<file path="config.mk">
export PLATFORM = sky130hd
export DESIGN_NAME = fes_ctrl
export DESIGN_NICKNAME = d
export VERILOG_FILES = /design/src/hw/fes_pkg.sv /design/src/hw/fes_ctrl.sv
export SDC_FILE = /design/constraint.sdc
export NUM_CORES = 1
export LEC_CHECK = 0
export ABC_CLOCK_PERIOD_IN_PS = 3150
export BUFFER_PORTS_ARGS = -buffer_cell sky130_fd_sc_hd__buf_2
export CAP_MARGIN = 20
export CORE_MARGIN = 2
export CORE_UTILIZATION = 49
export CTS_BUF_LIST = sky130_fd_sc_hd__clkbuf_4 sky130_fd_sc_hd__clkbuf_8 sky130_fd_sc_hd__clkbuf_16
export DETAILED_ROUTE_END_ITERATION = 8
export PLACE_DENSITY = 0.66
export SLEW_MARGIN = 20
export SYNTH_ARGS = -nofsm -noshare
export SYNTH_HDL_FRONTEND = slang
export SYNTH_SLANG_ARGS = --single-unit
</file>
<file path="constraint.sdc">
create_clock -name clk_i -period 3.15 [get_ports clk_i]
set_input_delay 0.63 -clock clk_i [delete_from_list [all_inputs] [get_ports clk_i]]
set_output_delay 0.63 -clock clk_i [all_outputs]
set_load 0.02 [all_outputs]
</file>
<file path="src/hw/fes_pkg.sv">
// constants and types shared by the erase and suspend controller
package fes_pkg;
   // opcode values are arbitrary defaults
   localparam logic [7:0] OPC_WRITE_ENABLE = 8'h01;
   localparam logic [7:0] OPC_WRITE_DISABLE = 8'h02;
   localparam logic [7:0] OPC_VOLATILE_WREN = 8'h03;
   localparam logic [7:0] OPC_PAGE_PROGRAM = 8'h04;
   localparam logic [7:0] OPC_SECTOR_ERASE = 8'h05;
   localparam logic [7:0] OPC_WHOLE_ARRAY_ERASE = 8'h06;
   localparam logic [7:0] OPC_ERASE_STATUS_EVAL = 8'h07;
   localparam logic [7:0] OPC_SUSPEND_A = 8'h08;
   localparam logic [7:0] OPC_SUSPEND_B = 8'h09;
   localparam logic [7:0] OPC_RESUME_A = 8'h0a;
   localparam logic [7:0] OPC_RESUME_B = 8'h0b;
   localparam logic [7:0] OPC_SOFTWARE_RESET = 8'h0c;
   localparam logic [7:0] OPC_CLEAR_FAIL_FLAGS = 8'h0d;
   localparam logic [7:0] OPC_GENERIC_REG_WRITE = 8'h0e;

   // frame lengths and bit counter ceiling in link clock edges
   localparam logic [5:0] BITS_OPCODE = 6'h08;
   localparam logic [5:0] BITS_ADDR = 6'h28;
   localparam logic [5:0] BITS_DATA = 6'h30;
   localparam logic [5:0] BITS_MAX = 6'h3f;

   // status register one fields
   localparam int ST1_BUSY = 0;
   localparam int ST1_WEL = 1;
   localparam int ST1_BP_LSB = 2;
   localparam int ST1_EFAIL = 5;
   // status register two fields
   localparam int ST2_PROG_SUSP = 0;
   localparam int ST2_ERASE_SUSP = 1;
   localparam int ST2_ERASE_OK = 2;
   // protection bits within the register write data byte
   localparam int BP_DATA_LSB = 2;

   localparam logic [2:0] BP_RESET = 3'h0;
   localparam logic [31:0] ADDR_RESET = 32'h0;

   typedef enum logic [2:0] {
      OP_IDLE,
      OP_PROG,
      OP_SERASE,
      OP_CERASE,
      OP_EVAL
   } fes_op_e;
endpackage

</file>
<file path="src/hw/fes_ctrl.sv">
// erase, erase-status and suspend/resume sequencer of the serial flash core
`timescale 1ns/1ps
module fes_ctrl #(
   parameter int CNT_W = 20,
   parameter int PROG_CYC = 256,
   parameter int SERASE_CYC = 1024,
   parameter int CERASE_CYC = 4096,
   parameter int EVAL_CYC = 64,
   parameter int SUSP_CYC = 32,
   parameter int NSECT = 64,
   parameter int SECT_LSB = 17,
   parameter int PAGE_LSB = 9
) (
   // clock and reset
   input wire logic clk_i,
   input wire logic srst_i,
   // serial link pins
   input wire logic csn_i,
   input wire logic sck_i,
   input wire logic si_i,
   // read path address check
   input wire logic [31:0] rd_addr_i,
   output logic rd_undefined_o,
   // status and array control
   output logic [7:0] status_one_o,
   output logic [7:0] status_two_o,
   output logic array_fill_ones_o
);
   localparam int IDX_W = $clog2(NSECT);

   // link synchronisers and frame receiver
   logic csn_s1_reg, csn_s2_reg, csn_s3_reg, sck_s1_reg, sck_s2_reg, sck_s3_reg, si_s1_reg, si_s2_reg;
   logic cmd_v_reg, cmd_v_next;
   logic [5:0] nbits_reg, nbits_next;
   logic [7:0] opc_reg, opc_next;
   logic [31:0] addr_reg, addr_next;
   logic [7:0] data_reg, data_next;
   always_comb begin
      nbits_next = nbits_reg;
      opc_next = opc_reg;
      addr_next = addr_reg;
      data_next = data_reg;
      cmd_v_next = csn_s2_reg & ~csn_s3_reg;
      if (!csn_s2_reg && csn_s3_reg) begin
         nbits_next = 6'h0;
      end else if (!csn_s2_reg && sck_s2_reg && !sck_s3_reg) begin
         if (nbits_reg < fes_pkg::BITS_OPCODE) begin
            opc_next = {opc_reg[6:0], si_s2_reg};
         end else if (nbits_reg < fes_pkg::BITS_ADDR) begin
            addr_next = {addr_reg[30:0], si_s2_reg};
         end else if (nbits_reg < fes_pkg::BITS_DATA) begin
            data_next = {data_reg[6:0], si_s2_reg};
         end
         if (nbits_reg != fes_pkg::BITS_MAX) begin
            nbits_next = nbits_reg + 6'h1;
         end
      end
   end
   always_ff @(posedge clk_i) begin
      if (srst_i) begin
         csn_s1_reg <= 1'b1;
         csn_s2_reg <= 1'b1;
         csn_s3_reg <= 1'b1;
         sck_s1_reg <= 1'b0;
         sck_s2_reg <= 1'b0;
         sck_s3_reg <= 1'b0;
         si_s1_reg <= 1'b0;
         si_s2_reg <= 1'b0;
         nbits_reg <= 6'h0;
         opc_reg <= 8'h0;
         addr_reg <= fes_pkg::ADDR_RESET;
         data_reg <= 8'h0;
         cmd_v_reg <= 1'b0;
      end else begin
         csn_s1_reg <= csn_i;
         csn_s2_reg <= csn_s1_reg;
         csn_s3_reg <= csn_s2_reg;
         sck_s1_reg <= sck_i;
         sck_s2_reg <= sck_s1_reg;
         sck_s3_reg <= sck_s2_reg;
         si_s1_reg <= si_i;
         si_s2_reg <= si_s1_reg;
         nbits_reg <= nbits_next;
         opc_reg <= opc_next;
         addr_reg <= addr_next;
         data_reg <= data_next;
         cmd_v_reg <= cmd_v_next;
      end
   end
   // command decode
   wire has_addr = nbits_reg >= fes_pkg::BITS_ADDR;
   wire has_data = nbits_reg >= fes_pkg::BITS_DATA;
   wire is_susp = opc_reg == fes_pkg::OPC_SUSPEND_A || opc_reg == fes_pkg::OPC_SUSPEND_B;
   wire is_resume = opc_reg == fes_pkg::OPC_RESUME_A || opc_reg == fes_pkg::OPC_RESUME_B;
   wire is_erase = opc_reg == fes_pkg::OPC_WHOLE_ARRAY_ERASE || opc_reg == fes_pkg::OPC_SECTOR_ERASE;
   // sequencer state
   fes_pkg::fes_op_e op_reg, op_next;
   logic [CNT_W-1:0] cnt_reg, cnt_next, prem_reg, prem_next, erem_reg, erem_next;
   logic stopping_reg, stopping_next, psus_reg, psus_next, esus_reg, esus_next;
   logic pone_reg, pone_next, eone_reg, eone_next, fill_reg, fill_next, undef_reg, undef_next;
   logic wel_reg, wel_next, efail_reg, efail_next, estat_reg, estat_next;
   logic [31:0] paddr_reg, paddr_next, eaddr_reg, eaddr_next, vaddr_reg, vaddr_next;
   logic [2:0] bp_reg, bp_next;
   logic [NSECT-1:0] done_reg, done_next;
   logic [7:0] st1_reg, st1_next, st2_reg, st2_next;
   wire [IDX_W-1:0] cmd_idx = addr_reg[SECT_LSB +: IDX_W];
   wire [IDX_W-1:0] eval_idx = vaddr_reg[SECT_LSB +: IDX_W];
   wire [IDX_W-1:0] erase_idx = eaddr_reg[SECT_LSB +: IDX_W];
   wire eval_hit = done_reg[eval_idx];
   wire idle = op_reg == fes_pkg::OP_IDLE;
   always_comb begin
      op_next = op_reg;
      cnt_next = cnt_reg;
      prem_next = prem_reg;
      erem_next = erem_reg;
      stopping_next = stopping_reg;
      psus_next = psus_reg;
      esus_next = esus_reg;
      pone_next = pone_reg;
      eone_next = eone_reg;
      paddr_next = paddr_reg;
      eaddr_next = eaddr_reg;
      vaddr_next = vaddr_reg;
      wel_next = wel_reg;
      efail_next = efail_reg;
      estat_next = estat_reg;
      bp_next = bp_reg;
      done_next = done_reg;
      fill_next = 1'b0;
      if (!idle && cnt_reg != '0) begin
         cnt_next = cnt_reg - CNT_W'(1);
         // a single suspend per running program or sector erase
         if (cmd_v_reg && is_susp && !stopping_reg) begin
            if (op_reg == fes_pkg::OP_PROG && !pone_reg) begin
               stopping_next = 1'b1;
               pone_next = 1'b1;
               prem_next = cnt_reg;
               cnt_next = CNT_W'(SUSP_CYC - 1);
            end else if (op_reg == fes_pkg::OP_SERASE && !eone_reg) begin
               stopping_next = 1'b1;
               eone_next = 1'b1;
               erem_next = cnt_reg;
               cnt_next = CNT_W'(SUSP_CYC - 1);
            end
         end
      end else if (!idle) begin
         op_next = fes_pkg::OP_IDLE;
         stopping_next = 1'b0;
         if (stopping_reg) begin
            // flags appear as busy falls
            if (op_reg == fes_pkg::OP_PROG) begin
               psus_next = 1'b1;
            end else begin
               esus_next = 1'b1;
            end
         end else begin
            unique case (op_reg)
               fes_pkg::OP_PROG: wel_next = 1'b0;
               fes_pkg::OP_SERASE: begin
                  wel_next = 1'b0;
                  done_next[erase_idx] = 1'b1;
               end
               fes_pkg::OP_CERASE: begin
                  wel_next = 1'b0;
                  done_next = '1;
                  fill_next = 1'b1;
               end
               fes_pkg::OP_EVAL: estat_next = eval_hit;
               fes_pkg::OP_IDLE: ;
            endcase
         end
      end else if (cmd_v_reg) begin
         unique case (opc_reg)
            fes_pkg::OPC_WRITE_ENABLE, fes_pkg::OPC_VOLATILE_WREN: begin
               if (!psus_reg) wel_next = 1'b1;
            end
            fes_pkg::OPC_WRITE_DISABLE: begin
               if (!psus_reg) wel_next = 1'b0;
            end
            fes_pkg::OPC_CLEAR_FAIL_FLAGS: efail_next = 1'b0;
            fes_pkg::OPC_GENERIC_REG_WRITE: begin
               if (has_data && wel_reg && !psus_reg && !esus_reg) begin
                  bp_next = data_reg[fes_pkg::BP_DATA_LSB +: 3];
                  wel_next = 1'b0;
               end
            end
            fes_pkg::OPC_WHOLE_ARRAY_ERASE: begin
               if (wel_reg && !psus_reg && !esus_reg) begin
                  wel_next = 1'b0;
                  if (bp_reg == 3'h0) begin
                     op_next = fes_pkg::OP_CERASE;
                     cnt_next = CNT_W'(CERASE_CYC - 1);
                  end
               end
            end
            fes_pkg::OPC_SECTOR_ERASE: begin
               if (has_addr && wel_reg && !psus_reg && !esus_reg) begin
                  wel_next = 1'b0;
                  if (bp_reg != 3'h0) begin
                     efail_next = 1'b1;
                  end else begin
                     op_next = fes_pkg::OP_SERASE;
                     cnt_next = CNT_W'(SERASE_CYC - 1);
                     eaddr_next = addr_reg;
                     eone_next = 1'b0;
                     done_next[cmd_idx] = 1'b0;
                  end
               end
            end
            fes_pkg::OPC_PAGE_PROGRAM: begin
               // other sectors only while an erase is suspended
               if (has_data && wel_reg && !psus_reg && !(esus_reg && cmd_idx == erase_idx)) begin
                  op_next = fes_pkg::OP_PROG;
                  cnt_next = CNT_W'(PROG_CYC - 1);
                  paddr_next = addr_reg;
                  pone_next = 1'b0;
               end
            end
            fes_pkg::OPC_ERASE_STATUS_EVAL: begin
               if (has_addr) begin
                  op_next = fes_pkg::OP_EVAL;
                  cnt_next = CNT_W'(EVAL_CYC - 1);
                  vaddr_next = addr_reg;
               end
            end
            fes_pkg::OPC_RESUME_A, fes_pkg::OPC_RESUME_B: begin
               if (psus_reg) begin
                  op_next = fes_pkg::OP_PROG;
                  cnt_next = prem_reg;
                  psus_next = 1'b0;
               end else if (esus_reg) begin
                  op_next = fes_pkg::OP_SERASE;
                  cnt_next = erem_reg;
                  esus_next = 1'b0;
               end
            end
            fes_pkg::OPC_SOFTWARE_RESET: begin
               psus_next = 1'b0;
               esus_next = 1'b0;
               wel_next = 1'b0;
               efail_next = 1'b0;
            end
            default: ;
         endcase
      end
      st1_next = 8'h0;
      st1_next[fes_pkg::ST1_BUSY] = op_next != fes_pkg::OP_IDLE;
      st1_next[fes_pkg::ST1_WEL] = wel_next;
      st1_next[fes_pkg::ST1_BP_LSB +: 3] = bp_next;
      st1_next[fes_pkg::ST1_EFAIL] = efail_next;
      st2_next = 8'h0;
      st2_next[fes_pkg::ST2_PROG_SUSP] = psus_next;
      st2_next[fes_pkg::ST2_ERASE_SUSP] = esus_next;
      st2_next[fes_pkg::ST2_ERASE_OK] = estat_next;
      undef_next = (psus_reg && rd_addr_i[31:PAGE_LSB] == paddr_reg[31:PAGE_LSB])
         || (esus_reg && rd_addr_i[31:SECT_LSB] == eaddr_reg[31:SECT_LSB]);
   end
   always_ff @(posedge clk_i) begin
      if (srst_i) begin
         op_reg <= fes_pkg::OP_IDLE;
         cnt_reg <= '0;
         prem_reg <= '0;
         erem_reg <= '0;
         stopping_reg <= 1'b0;
         psus_reg <= 1'b0;
         esus_reg <= 1'b0;
         pone_reg <= 1'b0;
         eone_reg <= 1'b0;
         paddr_reg <= fes_pkg::ADDR_RESET;
         eaddr_reg <= fes_pkg::ADDR_RESET;
         vaddr_reg <= fes_pkg::ADDR_RESET;
         wel_reg <= 1'b0;
         efail_reg <= 1'b0;
         estat_reg <= 1'b0;
         bp_reg <= fes_pkg::BP_RESET;
         done_reg <= '0;
         fill_reg <= 1'b0;
         undef_reg <= 1'b0;
         st1_reg <= 8'h0;
         st2_reg <= 8'h0;
      end else begin
         op_reg <= op_next;
         cnt_reg <= cnt_next;
         prem_reg <= prem_next;
         erem_reg <= erem_next;
         stopping_reg <= stopping_next;
         psus_reg <= psus_next;
         esus_reg <= esus_next;
         pone_reg <= pone_next;
         eone_reg <= eone_next;
         paddr_reg <= paddr_next;
         eaddr_reg <= eaddr_next;
         vaddr_reg <= vaddr_next;
         wel_reg <= wel_next;
         efail_reg <= efail_next;
         estat_reg <= estat_next;
         bp_reg <= bp_next;
         done_reg <= done_next;
         fill_reg <= fill_next;
         undef_reg <= undef_next;
         st1_reg <= st1_next;
         st2_reg <= st2_next;
      end
   end
   assign status_one_o = st1_reg;
   assign status_two_o = st2_reg;
   assign array_fill_ones_o = fill_reg;
   assign rd_undefined_o = undef_reg;

   wire op_done = !idle && cnt_reg == '0;
endmodule

</file>
Word-level counts from Yosys, hierarchy flattened
Cells that the tools add are included.
W data, S select, Z words.
Operators by class
  add/sub/neg operators: 2
  order comparisons: 10
  eq/ne operators: 41
  multiplexer cells: 100
  bitwise gates (word level): 11
  reduce and logical (&&, ||, !) cells: 67
Operator list (number)
  $mux W64: 6
  $mux W20: 14
  $pmux W64 S2: 1
  $pmux W20 S5: 1
  $and A64 B64 Y64: 1
  $not A64 Y64: 1
  $or A64 B64 Y64: 1
  $eq A8 B4 Y1 const B: 7
  $mux W1: 55
  $mux W3: 16
  $eq A8 B3 Y1 const B: 4
  $eq A23 B23 Y1: 1
  $logic_and A1 B1 Y1: 22
  $lt A6 B7 Y1 const B: 3
  $reduce_bool A20 Y1: 1
  $sub A20 B1 Y20 const B: 1
  $eq A8 B2 Y1 const B: 2
  $eq A15 B15 Y1: 1
  $pmux W3 S5: 1
  $reduce_and A5 Y1: 3
  $ne A2 B1 Y1 const B: 7
  $demux W1 S6: 2
  $ge A6 B1 Y1 const B: 2
  $ge A6 B6 Y1 const B: 2
  other kinds (34): 76
Word-level totals
  register bits: 303
  bits of input ports: 37
  output and inout bits: 18
  word-level logic and storage cells: 267

Depth between registers and ports, before layout
  depth after elaboration: 11
  mapped depth: 10
  depth with buffers taken out: 8

Worst setup path after synthesis
OpenSTA, ideal clock, no wires.
  path kind: reg2reg
  from: register cnt_reg[12]
  to: register done_reg[23]
  setup time: 0.086 ns
  arrival: 2.236 ns
  required time: 3.064 ns
  slack: 0.828 ns
  stages on the path, launching flop included: 10
  path buffers: 3
  period minus slack after synthesis: 2.322 ns
  cells stage by stage: dfxtp_1 buf_6 or4_4 nand2b_4 or2_4 nor4b_4 buf_6 buf_12 a21oi_2 a211oi_1
Between the ends
  word-level cells in the longest chain between the ends: 4
RTL lines
  start, declared: line fes_ctrl.sv:98  | logic [CNT_W-1:0] cnt_reg, cnt_next, prem_reg, prem_next, erem_reg, erem_next;
  start signal, assigned: line fes_ctrl.sv:283  | cnt_reg <= cnt_next;
  $reduce_bool A20 Y1: line fes_ctrl.sv:130  | if (!idle && cnt_reg != '0) begin
  $logic_and A1 B1 Y1: line fes_ctrl.sv:130
  $not A1 Y1 (no source line)
  $reduce_and A7 Y1 (no source line)
  end signal, assigned: line fes_ctrl.sv:298  | done_reg <= done_next;
  end, declared: line fes_ctrl.sv:104  | logic [NSECT-1:0] done_reg, done_next;
No other way between the ends.
A chain may end at the register's enable or synchronous reset.

Worst setup path in the final report
  from: register opc_reg[4]
  to: register cnt_reg[17]
Between the ends
  word-level cells in the longest chain between the ends: 6
  elaborated cells on any way between the ends: 26
  those cells by class: eq/ne (15); mux (5); reduce/logical (6)
RTL lines
  start, declared: line fes_ctrl.sv:35  | logic [7:0] opc_reg, opc_next;
  start signal, assigned: line fes_ctrl.sv:84  | opc_reg <= opc_next;
  $eq A8 B4 Y1, on equally long branches: line fes_ctrl.sv:173, fes_ctrl.sv:93
  $reduce_or A2 Y1 or $logic_or A1 B1 Y1 (tied branches): line fes_ctrl.sv:173, fes_ctrl.sv:93
  $pmux W20 S5 or $logic_and A1 B1 Y1 (tied branches): line fes_ctrl.sv:173, fes_ctrl.sv:133
  $mux W20 or $logic_and A1 B1 Y1 (tied branches): line fes_ctrl.sv:172, fes_ctrl.sv:133
  $mux W20, on equally long branches: line fes_ctrl.sv:146, fes_ctrl.sv:133
  $mux W20: line fes_ctrl.sv:130
Several ways; a longest one is shown, not always the timed one. The select of a mux whose other input is x is not followed.

==> impl_results.md <==
- Final setup fails: 0
- Number of vias per cell: roughly 5.9
- CTS-repair resized insts: 0
- First-pass GRT wire length: 48800 um
- Flop2flop setup slack: 0.35 ns
- Post-synth EDFFs: 0
- Fmax: between 300 and 400 MHz
- Hold_buf cts: 0
- I/O Pins: 55
- Die W: 161 um
- RSZ-0062 raised after global routing: no
- Number of global-route vias before repair: 9329
- Core Box Area: ~24000 sq um
- Crit-path max cell delay: 0.69 ns
- Final hold slack: 0.297 ns
- Post-route antenna net violation count: 0
- Fin. max-slew vios: 0
- Synthesis-stage register bit count: 245
- CP delay by family, top: compound AO/OA/AOI/OAI gates
- Peak supply drop: 0.000715 V
- Diode count: 0
- Critical path arrival: 3.16 ns
- Synthesized area: 12100 sq um
- RD Place Congestion: 0.861
- Post-layout nets: 1373
- Status: completed
- Min Clock Period, post-route: 2.80 ns
- Max-slew headroom: 30.0%
- Critical Path, Cell by Cell: nor4_2 -> and3_1 -> o211ai_1 -> a211oi_4 -> buf_4 -> a2bb2oi_1 -> a21oi_1
- Syn Inst Count: 1343
- Fin Clk Skew: 0.0104 ns
- Avg Inst Size Synth: 8.98 sq um
- HP Class: primary input to register
- Largest net degree at the start of global routing: ~160
- Worst Max-Slew Pin Slew: 1.05 ns
- Overall power: 6.38 mW
- P&R area growth vs syn: 10.4%
- Final hold vios: 0
- Routed via count: 9811
- Num Clock Sinks: between 200 and 250
- Seq/Total Area, Yosys: 40.7%
- Critical Path End Type: register
- Drt wl/cell: 17.8 um
- FP Rows: 57
- Clk slew on worst S/H paths: approximately 0.060 ns
- Root buf cell: clkbuf_16
- Critical Path Start Type: register
- Detailed-route DRC error count: 0
- CTS Buffer Depth: 3
- YS warnings: 0
- Post-CTS Setup Inserts: 0
- CP Max Fanout: 17
- Crit Path Category: register to register
- Initial DRC Count: 736
- Max reg flops: 64
- CTS tree: built
- Pre-antenna DRT Iters: 7
- WP buf/inv: 1
- Slowest CP cell: a211oi_4
- Post-Route WL: between 20000 and 30000 um
- Synth unique cells: 72
- Layout cells sized above 1: 18.0%
- Initial Util: between 40% and 50%
- Initial antenna violation count: 0
- Max-Cap Viols: 0
- Die Area: ~26000 sq um
- GRT overflow: 0
- Post-DP HPWL: around 19000 um
- Critical Path RT: 3.51 ns
- Fillcell total: about 2300
- Port Buffer Count: 38
- Most used flip-flop cell after synthesis: dfxtp_1
- Setup_tns: 0 ns
- Lkg Pwr: approximately 4.6 nW
- Async S/R FF share, synth: 0%
- Total Routing Usage GR: between 20% and 30%
- Fin crit share: 88.7%
- Clk Latency, worst-skew pair: 0.52 ns
- Number of buffers created by CTS: 26
- Die H: 161 um
- H-tree depth: 1
- Pwr/cell area: roughly 480 nW/um^2
-- stage by stage --
| stage | util, % | cells | worst slack (ns) | instance area [sq um] |
|---|---|---|---|---|
| 2_1_floorplan | - | 1349 | 0.828 | 12100 |
| 5_1_grt | 54.9 | 1677 | 0.124 | 13300 |
| 6_report | 54.9 | 1677 | 0.355 | 13300 |
| 4_1_cts | 54.9 | 1676 | 0.385 | 13300 |
| 3_3_place_gp | 51.2 | 1629 | 0.424 | 12400 |
| 3_5_place_dp | 51.2 | 1629 | 0.417 | 12400 |
-- layer usage --
metal	routed length, um	global-route usage [%]	part of all wire [%]
met3	1450	3.20	4.9
met2	14000	37.2	47
met4	633	5.64	2.1
met5	0	0	0
met1	13800	31.2	46
-- path summary, 6_finish.rpt --
| check | start | endpoint | cells after the start |
|---|---|---|---|
| hold / removal | csn_i | csn_s1_reg$_SDFF_PP1_ | 2 |
| hold reg to reg | csn_s1_reg$_SDFF_PP1_ | csn_s2_reg$_SDFF_PP1_ | 1 |
| setup reg to reg | opc_reg[4]$_SDFFE_PP0P_ | cnt_reg[17]$_SDFFE_PP0P_ | 7 |
| setup / recovery | opc_reg[4]$_SDFFE_PP0P_ | cnt_reg[17]$_SDFFE_PP0P_ | 7 |
-- placed cells by master, fill, tap and decap left out, drive strengths merged, types with 13 or more instances in the layout --
cell | Yosys | layout
buf | 47 | 80
mux2i | 114 | 114
nor2 | 132 | 132
nor3 | 26 | 26
or3 | 13 | 13
xor2 | 15 | 15
o21ai | 87 | 87
nand2 | 128 | 128
a211oi | 73 | 73
a21oi | 137 | 137
nor4 | 18 | 18
nand3 | 22 | 22
mux4 | 16 | 16
xnor2 | 45 | 45
inv | 14 | 14
nand4 | 18 | 18
dfxtp | 245 | 245
clkbuf | 76 | 40
-- synthesized netlist by cell type (all sizes together), types with 4 or more instances --
cell type,n,area share [%]
a211oi,73,4.8
a21oi,137,7.3
buf,47,2.9
clkbuf,76,2.4
dfxtp,245,41
inv,14,0.44
mux2,8,0.75
mux2i,114,9.5
mux4,16,3.0
nand2,128,4.0
nand2b,9,0.53
nand3,22,0.91
nand3b,12,0.75
nand4,18,0.99
nor2,132,4.1
nor2b,8,0.41
nor3,26,1.2
nor3b,8,0.50
nor4,18,1.3
o21ai,87,3.6
o22ai,6,0.31
o32a,4,0.33
or2,5,0.28
or3,13,0.69
or3b,4,0.29
or4,5,0.34
xnor2,45,3.3
xor2,15,1.1
-- power by group --
part	internal, mW	total [mW]	leakage (nW)	switching [mW]
Sequential	3.10	3.10	1.97	0.00197
Clock	1.93	3.15	0.456	1.22
Combinational	0.0379	0.125	2.17	0.0871
-- area by class of cell --
cell class	instances	area (sq um)	share of cell area [%]
multi-input combinational	967	6520	49.0
sequential	245	4910	36.9
clock buffer	40	811	6.09
timing repair buffer	80	534	4.01
tap	324	405	3.05
clock inverter	7	85.1	0.639
inverter	14	52.6	0.395
-- worst register-to-register path, stage by stage, from the launching register on --
cell and delay (ns):
dfxtp_1 0.33, nor4_2 0.54, and3_1 0.31, o211ai_1 0.18, a211oi_4 0.69, buf_4 0.29, a2bb2oi_1 0.20, a21oi_1 0.09
-- logic make-up after synthesis --
family | count (synthesis) | share of synthesized area, %
other | 1 | 0.0311
multiplexers | 138 | 13.2
AO/OA/AOI/OAI | 341 | 18.7
XOR/XNOR | 60 | 4.36
buffers and inverters | 137 | 5.74
AND/OR/NAND/NOR | 419 | 17.1
flip-flops | 245 | 40.7
adder cells (fa/ha/maj) | 2 | 0.207
(Power assumes the default switching activity.)
